**src/logic/rsx_params.svh**
```systemverilog
`ifndef RSX_PARAMS_SVH
`define RSX_PARAMS_SVH

// ==========================================================================
// Clock and timing
// ==========================================================================
// System clock period in nanoseconds (25 MHz).
`define RSX_CLK_PERIOD_NS 40
// Cycles per microsecond, derived from the clock period.
`define RSX_CLK_MHZ       (1000 / `RSX_CLK_PERIOD_NS)

// ==========================================================================
// Field widths of the frame configuration
// ==========================================================================
`define RSX_EXP_W 24
`define RSX_LP_W  16
`define RSX_H_W   12
`define RSX_C_W   16

// ==========================================================================
// Register byte offsets
// ==========================================================================
`define RSX_OFF_CTRL     8'h00
`define RSX_OFF_EXPOSURE 8'h04
`define RSX_OFF_LINE_PER 8'h08
`define RSX_OFF_HEIGHT   8'h0c
`define RSX_OFF_RO_CONST 8'h10
`define RSX_OFF_STATUS   8'h14
`define RSX_OFF_RO_US    8'h18
`define RSX_OFF_EVENT    8'h1c

// ==========================================================================
// Control register bit positions
// ==========================================================================
`define RSX_CTRL_SIMRST  0
`define RSX_CTRL_SEQ     1
`define RSX_CTRL_GLOBAL  2
`define RSX_CTRL_SWITCH  3
`define RSX_CTRL_ACQTRIG 4
`define RSX_CTRL_FRMTRIG 5
`define RSX_CTRL_CONT    6
`define RSX_CTRL_TWIDTH  7

// ==========================================================================
// Reset values
// ==========================================================================
`define RSX_RST_CTRL     8'h00
`define RSX_RST_EXPOSURE 24'h0003e8
`define RSX_RST_LINE_PER 16'h0190
`define RSX_RST_HEIGHT   12'h400
`define RSX_RST_RO_CONST 16'h0000

`endif

```
**src/logic/rsx_pkg.sv**
```systemverilog
`include "rsx_params.svh"

package rsx_pkg;

	// ==================================================================
	// Readout sequencer states
	// ==================================================================
	typedef enum logic [1:0] {
		RSX_RO_IDLE  = 2'b00,
		RSX_RO_LINES = 2'b01,
		RSX_RO_TAIL  = 2'b10
	} rsx_ro_state_t;

	// ==================================================================
	// Frame settings, captured together when a frame starts
	// ==================================================================
	typedef struct packed {
		logic [`RSX_EXP_W-1:0] exposure;
		logic [`RSX_LP_W-1:0]  line_period;
		logic [`RSX_H_W-1:0]   region_height;
		logic [`RSX_C_W-1:0]   readout_constant;
	} rsx_frame_cfg_t;

endpackage

```
**src/logic/rsx_exposure_timing.sv**
```systemverilog
`timescale 1ns/1ps
`include "rsx_params.svh"

module rsx_exposure_timing
	import rsx_pkg::*;
#(
	parameter int CLK_MHZ = `RSX_CLK_MHZ
) (
	input  wire logic                clk_sys,
	input  wire logic                reset_n,
	input  wire logic                psel,
	input  wire logic                penable,
	input  wire logic                pwrite,
	input  wire logic [7:0]          paddr,
	input  wire logic [31:0]         pwdata,
	output logic      [31:0]         prdata,
	output logic                     pready,
	output logic                     pslverr,
	input  wire logic                frame_trigger,
	output logic                     exposure_active,
	output logic                     flash_window,
	output logic                     line_reset,
	output logic                     line_reset_all,
	output logic      [`RSX_H_W-1:0] reset_line,
	output logic                     line_readout,
	output logic      [`RSX_H_W-1:0] readout_line,
	output logic                     overtrigger
);

	// Refuse a clock rate that cannot give a microsecond figure.
	if (CLK_MHZ < 1) begin : g_bad_clk
		$error("CLK_MHZ must be at least one");
	end

	// ==================================================================
	// Reset release and trigger synchroniser
	// ==================================================================
	logic                rst_s1_ff;      // First reset release stage.
	logic                rst_n_ff;       // Reset used by the whole block.
	logic [2:0]          trg_sync_ff;    // Trigger pin synchroniser.
	logic                trg_lvl_ff;     // Filtered trigger level.

	// Reset is asserted at once and released through two stages.
	always_ff @(posedge clk_sys or negedge reset_n) begin
		if (!reset_n) begin
			rst_s1_ff <= 1'b0;
			rst_n_ff  <= 1'b0;
		end else begin
			rst_s1_ff <= 1'b1;
			rst_n_ff  <= rst_s1_ff;
		end
	end

	// The level only moves when stages two and three agree, which hides
	// a single metastable sample from the edge detectors below.
	wire trg_agree = trg_sync_ff[1] == trg_sync_ff[2];
	wire nxt_trg   = trg_agree ? trg_sync_ff[2] : trg_lvl_ff;
	wire trg_rise  = nxt_trg & ~trg_lvl_ff;
	wire trg_fall  = ~nxt_trg & trg_lvl_ff;

	// Shift the pin through three flip-flops.
	always_ff @(posedge clk_sys or negedge rst_n_ff) begin
		if (!rst_n_ff) begin
			trg_sync_ff <= 3'h0;
			trg_lvl_ff  <= 1'b0;
		end else begin
			trg_sync_ff <= {trg_sync_ff[1:0], frame_trigger};
			trg_lvl_ff  <= nxt_trg;
		end
	end

	// ==================================================================
	// Register file
	// ==================================================================
	logic [7:0]           ctrl_ff;       // Mode and trigger settings.
	logic [`RSX_EXP_W-1:0] exp_cfg_ff;   // Exposure time in cycles.
	logic [`RSX_LP_W-1:0] lp_cfg_ff;     // Line period in cycles.
	logic [`RSX_H_W-1:0]  h_cfg_ff;      // Region height in lines.
	logic [`RSX_C_W-1:0]  c_cfg_ff;      // Readout constant in cycles.
	logic                 ovt_evt_ff;    // Sticky overtrigger flag.
	logic [31:0]          ro_us_ff;      // Readout time in microseconds.
	logic                 ovl_last_ff;   // Last frame ran overlapped.

	// Control bits as named wires.
	wire sim_mode   = ctrl_ff[`RSX_CTRL_SIMRST];
	wire seq_en     = ctrl_ff[`RSX_CTRL_SEQ];
	wire global_sh  = ctrl_ff[`RSX_CTRL_GLOBAL];
	wire switchable = ctrl_ff[`RSX_CTRL_SWITCH];
	wire twidth     = ctrl_ff[`RSX_CTRL_TWIDTH];
	wire free_run   = ~ctrl_ff[`RSX_CTRL_ACQTRIG] &
			~ctrl_ff[`RSX_CTRL_FRMTRIG] & ctrl_ff[`RSX_CTRL_CONT];

	// Overlap needs no sequencer, no simultaneous reset, and free run on a
	// switchable sensor in global mode.
	wire overlap_ok = ~seq_en & ~sim_mode &
			(~(switchable & global_sh) | free_run);

	// Bus phases and address decode.
	wire apb_setup = psel & ~penable;
	wire apb_wr    = psel & penable & pready & pwrite;
	wire hit_ctrl  = paddr == `RSX_OFF_CTRL;
	wire hit_exp   = paddr == `RSX_OFF_EXPOSURE;
	wire hit_lp    = paddr == `RSX_OFF_LINE_PER;
	wire hit_h     = paddr == `RSX_OFF_HEIGHT;
	wire hit_c     = paddr == `RSX_OFF_RO_CONST;
	wire hit_st    = paddr == `RSX_OFF_STATUS;
	wire hit_us    = paddr == `RSX_OFF_RO_US;
	wire hit_evt   = paddr == `RSX_OFF_EVENT;
	wire hit_any   = hit_ctrl | hit_exp | hit_lp | hit_h | hit_c |
			hit_st | hit_us | hit_evt;

	// Readout time that the current settings give, in cycles and in us.
	wire [31:0] ro_cyc = 32'(lp_cfg_ff) * 32'(h_cfg_ff) +
			32'(c_cfg_ff);
	wire [31:0] nxt_ro_us = ro_cyc / 32'(CLK_MHZ);

	// Forward declarations of engine state read by the status word.
	logic          exposing_ff;
	rsx_ro_state_t ro_state_ff;
	logic          ovt_set;
	wire           ro_busy = ro_state_ff != RSX_RO_IDLE;

	// Read data mux; unused bits read as zero.
	wire [31:0] rd_status = {27'h0, ovl_last_ff, overlap_ok, ro_busy,
			flash_window, exposing_ff};
	wire [31:0] nxt_prdata =
			hit_ctrl ? {24'h0, ctrl_ff} :
			hit_exp  ? 32'(exp_cfg_ff) :
			hit_lp   ? 32'(lp_cfg_ff) :
			hit_h    ? 32'(h_cfg_ff) :
			hit_c    ? 32'(c_cfg_ff) :
			hit_st   ? rd_status :
			hit_us   ? ro_us_ff :
			hit_evt  ? {31'h0, ovt_evt_ff} : 32'h0;

	// Answer every access with no wait: ready is raised for the access
	// phase by the setup cycle, so prdata and pslverr are flip-flops too.
	always_ff @(posedge clk_sys or negedge rst_n_ff) begin
		if (!rst_n_ff) begin
			pready  <= 1'b0;
			pslverr <= 1'b0;
			prdata  <= 32'h0;
		end else begin
			pready  <= apb_setup;
			pslverr <= apb_setup & ~hit_any;
			prdata  <= apb_setup & ~pwrite ? nxt_prdata : 32'h0;
		end
	end

	// Writable settings; the overtrigger flag is write one to clear and a
	// new event in the same cycle wins over the clear.
	always_ff @(posedge clk_sys or negedge rst_n_ff) begin
		if (!rst_n_ff) begin
			ctrl_ff    <= `RSX_RST_CTRL;
			exp_cfg_ff <= `RSX_RST_EXPOSURE;
			lp_cfg_ff  <= `RSX_RST_LINE_PER;
			h_cfg_ff   <= `RSX_RST_HEIGHT;
			c_cfg_ff   <= `RSX_RST_RO_CONST;
			ovt_evt_ff <= 1'b0;
			ro_us_ff   <= 32'h0;
		end else begin
			if (apb_wr && hit_ctrl)
				ctrl_ff <= pwdata[7:0];
			if (apb_wr && hit_exp)
				exp_cfg_ff <= pwdata[`RSX_EXP_W-1:0];
			if (apb_wr && hit_lp)
				lp_cfg_ff <= pwdata[`RSX_LP_W-1:0];
			if (apb_wr && hit_h)
				h_cfg_ff <= pwdata[`RSX_H_W-1:0];
			if (apb_wr && hit_c)
				c_cfg_ff <= pwdata[`RSX_C_W-1:0];
			ovt_evt_ff <= ovt_set |
					(ovt_evt_ff & ~(apb_wr & hit_evt & pwdata[0]));
			ro_us_ff   <= nxt_ro_us;
		end
	end

	// ==================================================================
	// Frame start and exposure of line one
	// ==================================================================
	rsx_frame_cfg_t        cur_ff;       // Settings of the running frame.
	logic [`RSX_EXP_W-1:0] exp_cnt_ff;   // Cycles of exposure left.
	logic [31:0]           period_ff;    // Cycles since the last start.
	logic [31:0]           runtime_ff;   // Runtime of the last frame.
	logic                  started_ff;   // A frame has run since reset.
	logic                  rst_busy_ff;  // Staggered resets in progress.

	// A start needs line one free, the resets done and, during a
	// readout, overlap allowed. Anything else is an overtrigger.
	wire start = trg_rise & ~exposing_ff & ~rst_busy_ff &
			(~ro_busy | overlap_ok);
	wire start_refused = trg_rise & ~start;

	// Exposure of line one ends on the counter, or on the trigger's
	// falling edge in trigger-width mode.
	wire exp_end = exposing_ff &
			(twidth ? trg_fall : exp_cnt_ff == `RSX_EXP_W'(1));
	// Ending while the previous readout still runs drops this frame.
	wire drop    = exp_end & ro_busy;
	wire ro_go   = exp_end & ~ro_busy;
	assign ovt_set = drop | start_refused;

	// Settings captured at start; zero periods and heights act as one.
	rsx_frame_cfg_t nxt_cfg;
	assign nxt_cfg.exposure = exp_cfg_ff == '0 ?
			`RSX_EXP_W'(1) : exp_cfg_ff;
	assign nxt_cfg.line_period = lp_cfg_ff == '0 ?
			`RSX_LP_W'(1) : lp_cfg_ff;
	assign nxt_cfg.region_height = h_cfg_ff == '0 ?
			`RSX_H_W'(1) : h_cfg_ff;
	assign nxt_cfg.readout_constant = c_cfg_ff;

	wire        nxt_exposing = start | (exposing_ff & ~exp_end);
	wire [31:0] nxt_runtime  = 32'(nxt_cfg.exposure) + ro_cyc;
	wire [31:0] nxt_period   = start ? 32'h1 :
			(&period_ff ? period_ff : period_ff + 32'h1);

	// Line one timing, frame period and overlap bookkeeping.
	always_ff @(posedge clk_sys or negedge rst_n_ff) begin
		if (!rst_n_ff) begin
			cur_ff      <= '0;
			exposing_ff <= 1'b0;
			exp_cnt_ff  <= '0;
			period_ff   <= 32'h0;
			runtime_ff  <= 32'h0;
			started_ff  <= 1'b0;
			ovl_last_ff <= 1'b0;
		end else begin
			exposing_ff <= nxt_exposing;
			period_ff   <= nxt_period;
			if (start) begin
				cur_ff      <= nxt_cfg;
				exp_cnt_ff  <= nxt_cfg.exposure;
				runtime_ff  <= nxt_runtime;
				started_ff  <= 1'b1;
				ovl_last_ff <= started_ff &
						(period_ff <= runtime_ff);
			end else if (exposing_ff && exp_cnt_ff != '0) begin
				exp_cnt_ff <= exp_cnt_ff - `RSX_EXP_W'(1);
			end
		end
	end

	// ==================================================================
	// Line reset sequencer
	// ==================================================================
	logic [`RSX_LP_W-1:0] rst_tmr_ff;   // Cycles to the next line reset.
	wire  [`RSX_H_W-1:0]  last_line = nxt_cfg.region_height -
			`RSX_H_W'(1);
	wire  [`RSX_H_W-1:0]  cur_last  = cur_ff.region_height - `RSX_H_W'(1);
	wire                  rst_step  = rst_busy_ff && rst_tmr_ff == '0;
	wire  [`RSX_H_W-1:0]  rst_next  = reset_line + `RSX_H_W'(1);

	// The last line reset opens the staggered flash window; in the
	// simultaneous mode all lines reset at the start itself.
	wire last_rst = (start & (sim_mode | last_line == '0)) |
			(rst_step & rst_next == cur_last);

	// Staggered mode resets line one at start, then one line per period.
	always_ff @(posedge clk_sys or negedge rst_n_ff) begin
		if (!rst_n_ff) begin
			rst_busy_ff    <= 1'b0;
			rst_tmr_ff     <= '0;
			reset_line     <= '0;
			line_reset     <= 1'b0;
			line_reset_all <= 1'b0;
		end else begin
			line_reset     <= start | rst_step;
			line_reset_all <= start & sim_mode;
			if (start) begin
				reset_line  <= '0;
				rst_busy_ff <= ~sim_mode & last_line != '0;
				rst_tmr_ff  <= nxt_cfg.line_period - `RSX_LP_W'(1);
			end else if (rst_step) begin
				reset_line  <= rst_next;
				rst_busy_ff <= rst_next != cur_last;
				rst_tmr_ff  <= cur_ff.line_period - `RSX_LP_W'(1);
			end else if (rst_busy_ff) begin
				rst_tmr_ff <= rst_tmr_ff - `RSX_LP_W'(1);
			end
		end
	end

	// ==================================================================
	// Flash window and exposure outputs
	// ==================================================================
	// Window opens when every line is exposing and closes with line one;
	// if line one ends first the window never opens. On a global shutter
	// it copies exposure active.
	wire nxt_flash = global_sh ? nxt_exposing :
			(exp_end ? 1'b0 :
			(last_rst & nxt_exposing) | flash_window);

	always_ff @(posedge clk_sys or negedge rst_n_ff) begin
		if (!rst_n_ff) begin
			exposure_active <= 1'b0;
			flash_window    <= 1'b0;
			overtrigger     <= 1'b0;
		end else begin
			exposure_active <= nxt_exposing;
			flash_window    <= nxt_flash;
			overtrigger     <= ovt_set;
		end
	end

	// ==================================================================
	// Readout sequencer
	// ==================================================================
	// The readout keeps its own copy of the settings, because an
	// overlapped frame may reload the running settings meanwhile.
	logic [`RSX_LP_W-1:0] ro_lp_ff;     // Line period of this readout.
	logic [`RSX_H_W-1:0]  ro_last_ff;   // Index of the bottom line.
	logic [`RSX_C_W-1:0]  ro_c_ff;      // Constant of this readout.
	logic [`RSX_LP_W-1:0] ro_tmr_ff;    // Cycles left in this line.
	logic [`RSX_C_W-1:0]  ro_tail_ff;   // Cycles left of the constant.
	wire ro_line_end = ro_state_ff == RSX_RO_LINES && ro_tmr_ff == '0;
	wire ro_bottom   = readout_line == ro_last_ff;

	// Each line is read for exactly one line period, then the constant.
	always_ff @(posedge clk_sys or negedge rst_n_ff) begin
		if (!rst_n_ff) begin
			ro_state_ff  <= RSX_RO_IDLE;
			ro_lp_ff     <= '0;
			ro_last_ff   <= '0;
			ro_c_ff      <= '0;
			ro_tmr_ff    <= '0;
			ro_tail_ff   <= '0;
			readout_line <= '0;
			line_readout <= 1'b0;
		end else begin
			line_readout <= 1'b0;
			case (ro_state_ff)
			RSX_RO_IDLE: begin
				if (ro_go) begin
					ro_state_ff  <= RSX_RO_LINES;
					ro_lp_ff     <= cur_ff.line_period;
					ro_last_ff   <= cur_last;
					ro_c_ff      <= cur_ff.readout_constant;
					ro_tmr_ff    <= cur_ff.line_period - `RSX_LP_W'(1);
					readout_line <= '0;
					line_readout <= 1'b1;
				end
			end
			RSX_RO_LINES: begin
				if (ro_line_end && ro_bottom) begin
					ro_tail_ff  <= ro_c_ff;
					ro_state_ff <= ro_c_ff == '0 ?
							RSX_RO_IDLE : RSX_RO_TAIL;
				end else if (ro_line_end) begin
					readout_line <= readout_line + `RSX_H_W'(1);
					ro_tmr_ff    <= ro_lp_ff - `RSX_LP_W'(1);
					line_readout <= 1'b1;
				end else begin
					ro_tmr_ff <= ro_tmr_ff - `RSX_LP_W'(1);
				end
			end
			RSX_RO_TAIL: begin
				ro_tail_ff <= ro_tail_ff - `RSX_C_W'(1);
				if (ro_tail_ff == `RSX_C_W'(1))
					ro_state_ff <= RSX_RO_IDLE;
			end
			default: ro_state_ff <= RSX_RO_IDLE;
			endcase
		end
	end

	// Helper counters: spacing of readout strobes and readout length.
	logic [31:0] gap_ff;
	logic [31:0] busy_ff;
	always_ff @(posedge clk_sys or negedge rst_n_ff) begin
		if (!rst_n_ff) begin
			gap_ff  <= 32'h0;
			busy_ff <= 32'h0;
		end else begin
			gap_ff  <= line_readout ? 32'h1 : gap_ff + 32'h1;
			busy_ff <= ro_busy ? busy_ff + 32'h1 : 32'h0;
		end
	end
endmodule // rsx_exposure_timing

```
**config.mk**
```make
export PLATFORM = sky130hd
export DESIGN_NAME = rsx_exposure_timing
export DESIGN_NICKNAME = d
export VERILOG_FILES = /design/src/logic/rsx_pkg.sv /design/src/logic/rsx_exposure_timing.sv
export VERILOG_INCLUDE_DIRS = /design/src /design/src/logic
export SDC_FILE = /design/constraint.sdc
export NUM_CORES = 2
export LEC_CHECK = 0
export ABC_CLOCK_PERIOD_IN_PS = 14500
export BUFFER_PORTS_ARGS = -buffer_cell sky130_fd_sc_hd__buf_2
export CORE_MARGIN = 10
export CORE_UTILIZATION = 60
export DETAILED_ROUTE_END_ITERATION = 10
export GPL_ROUTABILITY_DRIVEN = 0
export PLACE_DENSITY = 0.88
export SYNTH_ARGS = -nofsm -noshare
export SYNTH_HDL_FRONTEND = slang
export SYNTH_SLANG_ARGS = --single-unit
```
**constraint.sdc**
```tcl
create_clock -name clk_sys -period 14.5 [get_ports clk_sys]
set_input_delay 2.9 -clock clk_sys [delete_from_list [all_inputs] [get_ports clk_sys]]
set_output_delay 2.9 -clock clk_sys [all_outputs]
set_load 0.005 [all_outputs]
```
==> impl_metrics.env, run 1 <==
export IMPL_grt_overflow=11
export IMPL_grt_worst_endpoint="ro_us_ff[0]$_DFF_PN0_/D"
export IMPL_io_buffers=94
export IMPL_grt_max_degree=85
export IMPL_synthTopCellsByArea="dfrtp_1 (29%), fa_1 (9.5%), nand2_1 (6.7%)"
export IMPL_syn_inst=3917
export IMPL_cts_sinks=392
export IMPL_synth_flop_cell="dfrtp_1"
export IMPL_ys_seq_elements=392
export IMPL_synth_area_per_cell_um2=8.48
export IMPL_synth_cell_type_count=128
export IMPL_error_line="[ERROR GRT-0232] Routing congestion too high. Check the congestion heatmap in the GUI."
export IMPL_root_buffer="clkbuf_16"
export IMPL_cts_buffers=40
export IMPL_synth_xor_area_share_pct=5.79
export IMPL_ys_warnings_count=0
export IMPL_synth_top_area_share_pct=28.8
export IMPL_io_pins=110
export IMPL_synthSimpleGateAreaFrac_pct=20.4
export IMPL_fp_dieW_um=255
export IMPL_place_hpwl_mm=83.9
export IMPL_status="stopped before the end"
export IMPL_die_h_um=255
export IMPL_endpoint_type="register input"
export IMPL_rows=86
export IMPL_synth_top_family_by_area="simple AND/OR/NAND/NOR gates"
export IMPL_clock_path_buffers=3
export IMPL_async_flop_share_pct=100
export IMPL_ys_seq_area_share_pct=29.6
export IMPL_cts_htree_levels=2
export IMPL_flow_stopped_at="global routing (5_1_grt)"
export IMPL_grt_total_usage_pct=65.3
export IMPL_synth_edf_count=0
export IMPL_floorplan_initialDensity_pct=60.4
export IMPL_yosysTopAreaCell="dfrtp_1"
export IMPL_synth_fa_ha_area_share_pct=15.0
export IMPL_syn_area_um2=33200
export IMPL_synth_compound_area_share_pct=19.7
export IMPL_synth_mux_area_share_pct=3.39
-- through the flow --
| step | TNS, ns | setup slack [ns] | std cells | instance area (um2) |
|---|---|---|---|---|
| after CTS | -18.79 | -4.32 | 5264 | 41400 |
| after global placement | -17.98 | -4.14 | 5143 | 39000 |
| after detailed placement | -23.37 | -4.92 | 5143 | 39000 |
| after floorplan | -16.06 | -4.13 | 3923 | 34000 |
-- cell families after synthesis --
kind of cell | after synthesis
simple gates | 1442
compound gates | 945
buf+inv | 519
flops | 392
fa+ha+maj | 305
xor+xnor | 210
mux | 102
other cells | 2
-- cell usage after synthesis, types with 27 or more instances --
cell type and number:
nand4_1 33, o21ai_0 243, nor4_1 43, a21o_1 30
clkbuf_1 182, dfrtp_1 382, or3_1 46, o21a_1 27
a211oi_1 31, a31oi_1 29, nand3_1 95, inv_1 292
ha_1 143, mux2i_1 29, nand2_1 597, a21oi_1 208
fa_1 157, and3_1 32, xor2_1 87, and2_1 126
nor2_1 266, nor3_1 84, mux2_2 68, o211ai_1 34
xnor2_1 116
-- metal layers --
layer | GRT overflow | GRT usage, %
met2 | 0 | 76.7
met5 | 0 | 51.8
met1 | 0 | 61.0
met3 | 5 | 61.7
met4 | 6 | 60.4
-- what timing repair did --
item / CTS
gates resized for setup: 138
gates cloned: 1
setup buffers: 53
endpoints found under the setup margin: 9
hold buffers: 0
pin swaps: 80
==> inputs of run 2 (changes only) <==
--- a/config.mk
+++ b/config.mk
@@ -9,10 +9,10 @@
 export ABC_CLOCK_PERIOD_IN_PS = 14500
 export BUFFER_PORTS_ARGS = -buffer_cell sky130_fd_sc_hd__buf_2
 export CORE_MARGIN = 10
-export CORE_UTILIZATION = 60
+export CORE_UTILIZATION = 40
 export DETAILED_ROUTE_END_ITERATION = 10
 export GPL_ROUTABILITY_DRIVEN = 0
-export PLACE_DENSITY = 0.88
+export PLACE_DENSITY_LB_ADDON = 0.15
 export SYNTH_ARGS = -nofsm -noshare
 export SYNTH_HDL_FRONTEND = slang
 export SYNTH_SLANG_ARGS = --single-unit
==> run 2 against run 1 <==
Effect of this change: the flow now finishes, with violations (setup timing); synthesized cell count unchanged; synthesized area did not move.
==> impl_metrics.env, run 2 <==
export IMPL_synth_cell_type_count=128
export IMPL_clock_fmax_ghz=0.0530
export IMPL_postCtsHoldBufs=0
export IMPL_wirelength_mm=109
export IMPL_vias=30900
export IMPL_tightestPinTransition_ns=1.21
export IMPL_grt_max_degree=156
export IMPL_leakagePower_nw=19.9
export IMPL_viasPerCell=5.44
export IMPL_die_area_um2=95000
export IMPL_peakVddDrop_v=0.0000735
export IMPL_root_buffer="clkbuf_16"
export IMPL_critPathMaxStageDelay_ns=0.64
export IMPL_final_common_cell="buf_4"
export IMPL_cpMaxStageDelayCell="fa_1"
export IMPL_first_iter_violations=2319
export IMPL_relSlewSlack_pct=19.3
export IMPL_ys_seq_area_share_pct=29.6
export IMPL_core_area_um2=82200
export IMPL_grt_pass1_vias=30900
export IMPL_synthTopCellsByCount="nand2_1 (597), dfrtp_1 (382), inv_1 (292)"
export IMPL_cts_buffers=44
export IMPL_yosysTopAreaCell="dfrtp_1"
export IMPL_largest_reg_flops=44
export IMPL_worst_setup_path_type="flip-flop to flip-flop"
export IMPL_synth_edf_count=0
export IMPL_dpl_cell_area_um2=39900
export IMPL_clk_latency_ns=0.60
export IMPL_synth_area_per_cell_um2=8.48
export IMPL_syn_inst=3917
export IMPL_tritoncts="done"
export IMPL_regMostFlops="cur_ff"
export IMPL_min_period_ns=18.86
export IMPL_die_h_um=308
export IMPL_worstPathArrival_ns=19.35
export IMPL_io_buffers=94
export IMPL_floorplan_initialDensity_pct=40.4
export IMPL_grt_overflow=0
export IMPL_finalWorstSetupSlack_ns=-4.36
export IMPL_final_cell_mix="buf_4 (699), nand2_1 (588), dfrtp_1 (371), inv_1 (287), nor2_1 (243)"
export IMPL_drc=0
export IMPL_grt_pass1_wl_mm=173
export IMPL_ys_seq_elements=392
export IMPL_dp_cells=5523
export IMPL_antenna_cells=0
export IMPL_required_ns=14.99
export IMPL_async_flop_share_pct=100
export IMPL_synth_flop_cell="dfrtp_1"
export IMPL_stdcell_count=5687
export IMPL_finish_instance_area_um2=43200
export IMPL_setup_viol=8
export IMPL_drive_above_1_share_pct=28.5
export IMPL_fp_dieW_um=308
export IMPL_rsz0062_at_grt="yes"
export IMPL_report_final_hold_viol_count=0
export IMPL_place_hpwl_mm=83.7
export IMPL_ant_nets=0
export IMPL_cts_sinks=392
export IMPL_worst_path_max_fanout=8
export IMPL_cts_clk_slew_worst_paths_ns=0.07
export IMPL_ys_warnings_count=0
export IMPL_wl_per_cell_um=19.1
export IMPL_cts_htree_levels=2
export IMPL_antenna_found_initial=3
export IMPL_syn_area_um2=33200
export IMPL_finalCritPeriodShare_pct=130
export IMPL_status="finished, violations left"
export IMPL_rows=105
export IMPL_n_fill_cell=7734
export IMPL_grt_total_usage_pct=22.6
export IMPL_worst_setup_path_start_kind="flip-flop"
export IMPL_first_pass_iters=5
export IMPL_synth_top_area_share_pct=28.8
export IMPL_largestRegisters="cur_ff (44), period_ff (32), runtime_ff (30)"
export IMPL_areaGrowthSynthToFinish_pct=30.0
export IMPL_rrSetupSlack_ns=-4.36
export IMPL_hold_path_class="flip-flop to async pin"
export IMPL_drv_cap=0
export IMPL_violations="setup timing"
export IMPL_power_density_nw_per_um2=58.8
export IMPL_synth_most_common_cell="nand2_1"
export IMPL_slew_violations=0
export IMPL_synthTopCellsByArea="dfrtp_1 (29%), fa_1 (9.5%), nand2_1 (6.7%)"
export IMPL_timing_critical_path_mode_cell="buf_4"
export IMPL_finClkSkew_ns=0.0250
export IMPL_fin_nets=4929
export IMPL_worst_setup_path_end_kind="flip-flop"
export IMPL_io_pins=110
export IMPL_clock_path_buffers=3
[run 2: metal layers]
metal	global-route usage, %	share of wire (%)	up-vias	routed length (um)
li1	-	-	15000	-
met1	29.7	44	15100	48100
met2	37.9	48	717	51600
met3	3.25	5.0	159	5410
met4	7.02	3.2	4	3470
met5	0	0.029	-	32
[run 2: through the flow]
step / hold slack, ns / power, W / util [%] / setup TNS (ns) / setup slack [ns]
after floorplan: 0.331 / 0.00124 / - / -16.06 / -4.13
after global placement: 0.332 / 0.00132 / 48.5 / -21.03 / -4.56
after detailed placement: 0.336 / 0.00132 / 48.5 / -22.34 / -4.78
after CTS: 0.352 / 0.00256 / 51.9 / -17.84 / -4.13
after global routing: 0.370 / 0.00263 / 52.5 / -24.92 / -5.14
final: 0.349 / 0.00254 / 52.5 / -19.64 / -4.36
[run 2: final timing paths]
path / end / start / cells after the start
min in group clk_sys: rst_n_ff$_DFF_PN0_ / rst_s1_ff$_DFF_PN0_ / 0
worst min register to register: reset_line[11]$_DFFE_PN0P_ / rst_n_ff$_DFF_PN0_ / 0
worst max-delay path: ro_us_ff[0]$_DFF_PN0_ / h_cfg_ff[10]$_DFFE_PN1P_ / 81
max in group asynchronous: lp_cfg_ff[11]$_DFFE_PN0P_ / rst_n_ff$_DFF_PN0_ / 2
worst min-delay path: reset_line[11]$_DFFE_PN0P_ / rst_n_ff$_DFF_PN0_ / 0
worst max register to register: ro_us_ff[0]$_DFF_PN0_ / h_cfg_ff[10]$_DFFE_PN1P_ / 81
[run 2: final cells by class]
cell class                 count  area, um2  share of cell area, %
multi-input combinational   3013      23000                   53.3
inverter                     301       1140                   2.63
timing repair buffer         831       6300                   14.6
sequential                   392       9840                   22.8
tap                         1070       1340                   3.10
clock inverter                26        367                  0.849
clock buffer                  54       1200                   2.78
[run 2: power breakdown]
part / leakage (nW) / switching (W) / internal, W
registers: 4.84 / 0.00000973 / 0.00110
clock network: 0.761 / 0.000502 / 0.000720
logic: 14.3 / 0.000110 / 0.0000953
total: 19.9 / 0.000621 / 0.00192
[run 2: cell families after synthesis]
family | Yosys count | synth area share [%]
AND/OR/NAND/NOR | 1442 | 20.4
other | 2 | 0.0226
XOR/XNOR | 210 | 5.79
adder cells (fa/ha/maj) | 305 | 15.0
flip-flops | 392 | 29.6
AO/OA/AOI/OAI | 945 | 19.7
buffers and inverters | 519 | 6.13
multiplexers | 102 | 3.39
[run 2: worst max-delay path, delay by kind of cell, from the launching register on]
family / cells / cell delay (ns)
and+or+nand+nor: 13 / 2.98
buffers and inverters: 14 / 1.81
DFF: 1 / 0.56
adders and majority gates: 9 / 3.76
AOI/OAI and AO/OA: 37 / 8.12
muxes: 3 / 0.64
xor gates and xnor gates: 5 / 0.80
[run 2: timing repair]
item	4_1_cts	5_1_grt
pin swaps	79	70
endpoints found under the setup margin	9	9
gates cloned	1	0
gates resized for setup	145	78
buffers inserted	65	18
(Power assumes the default switching activity.)
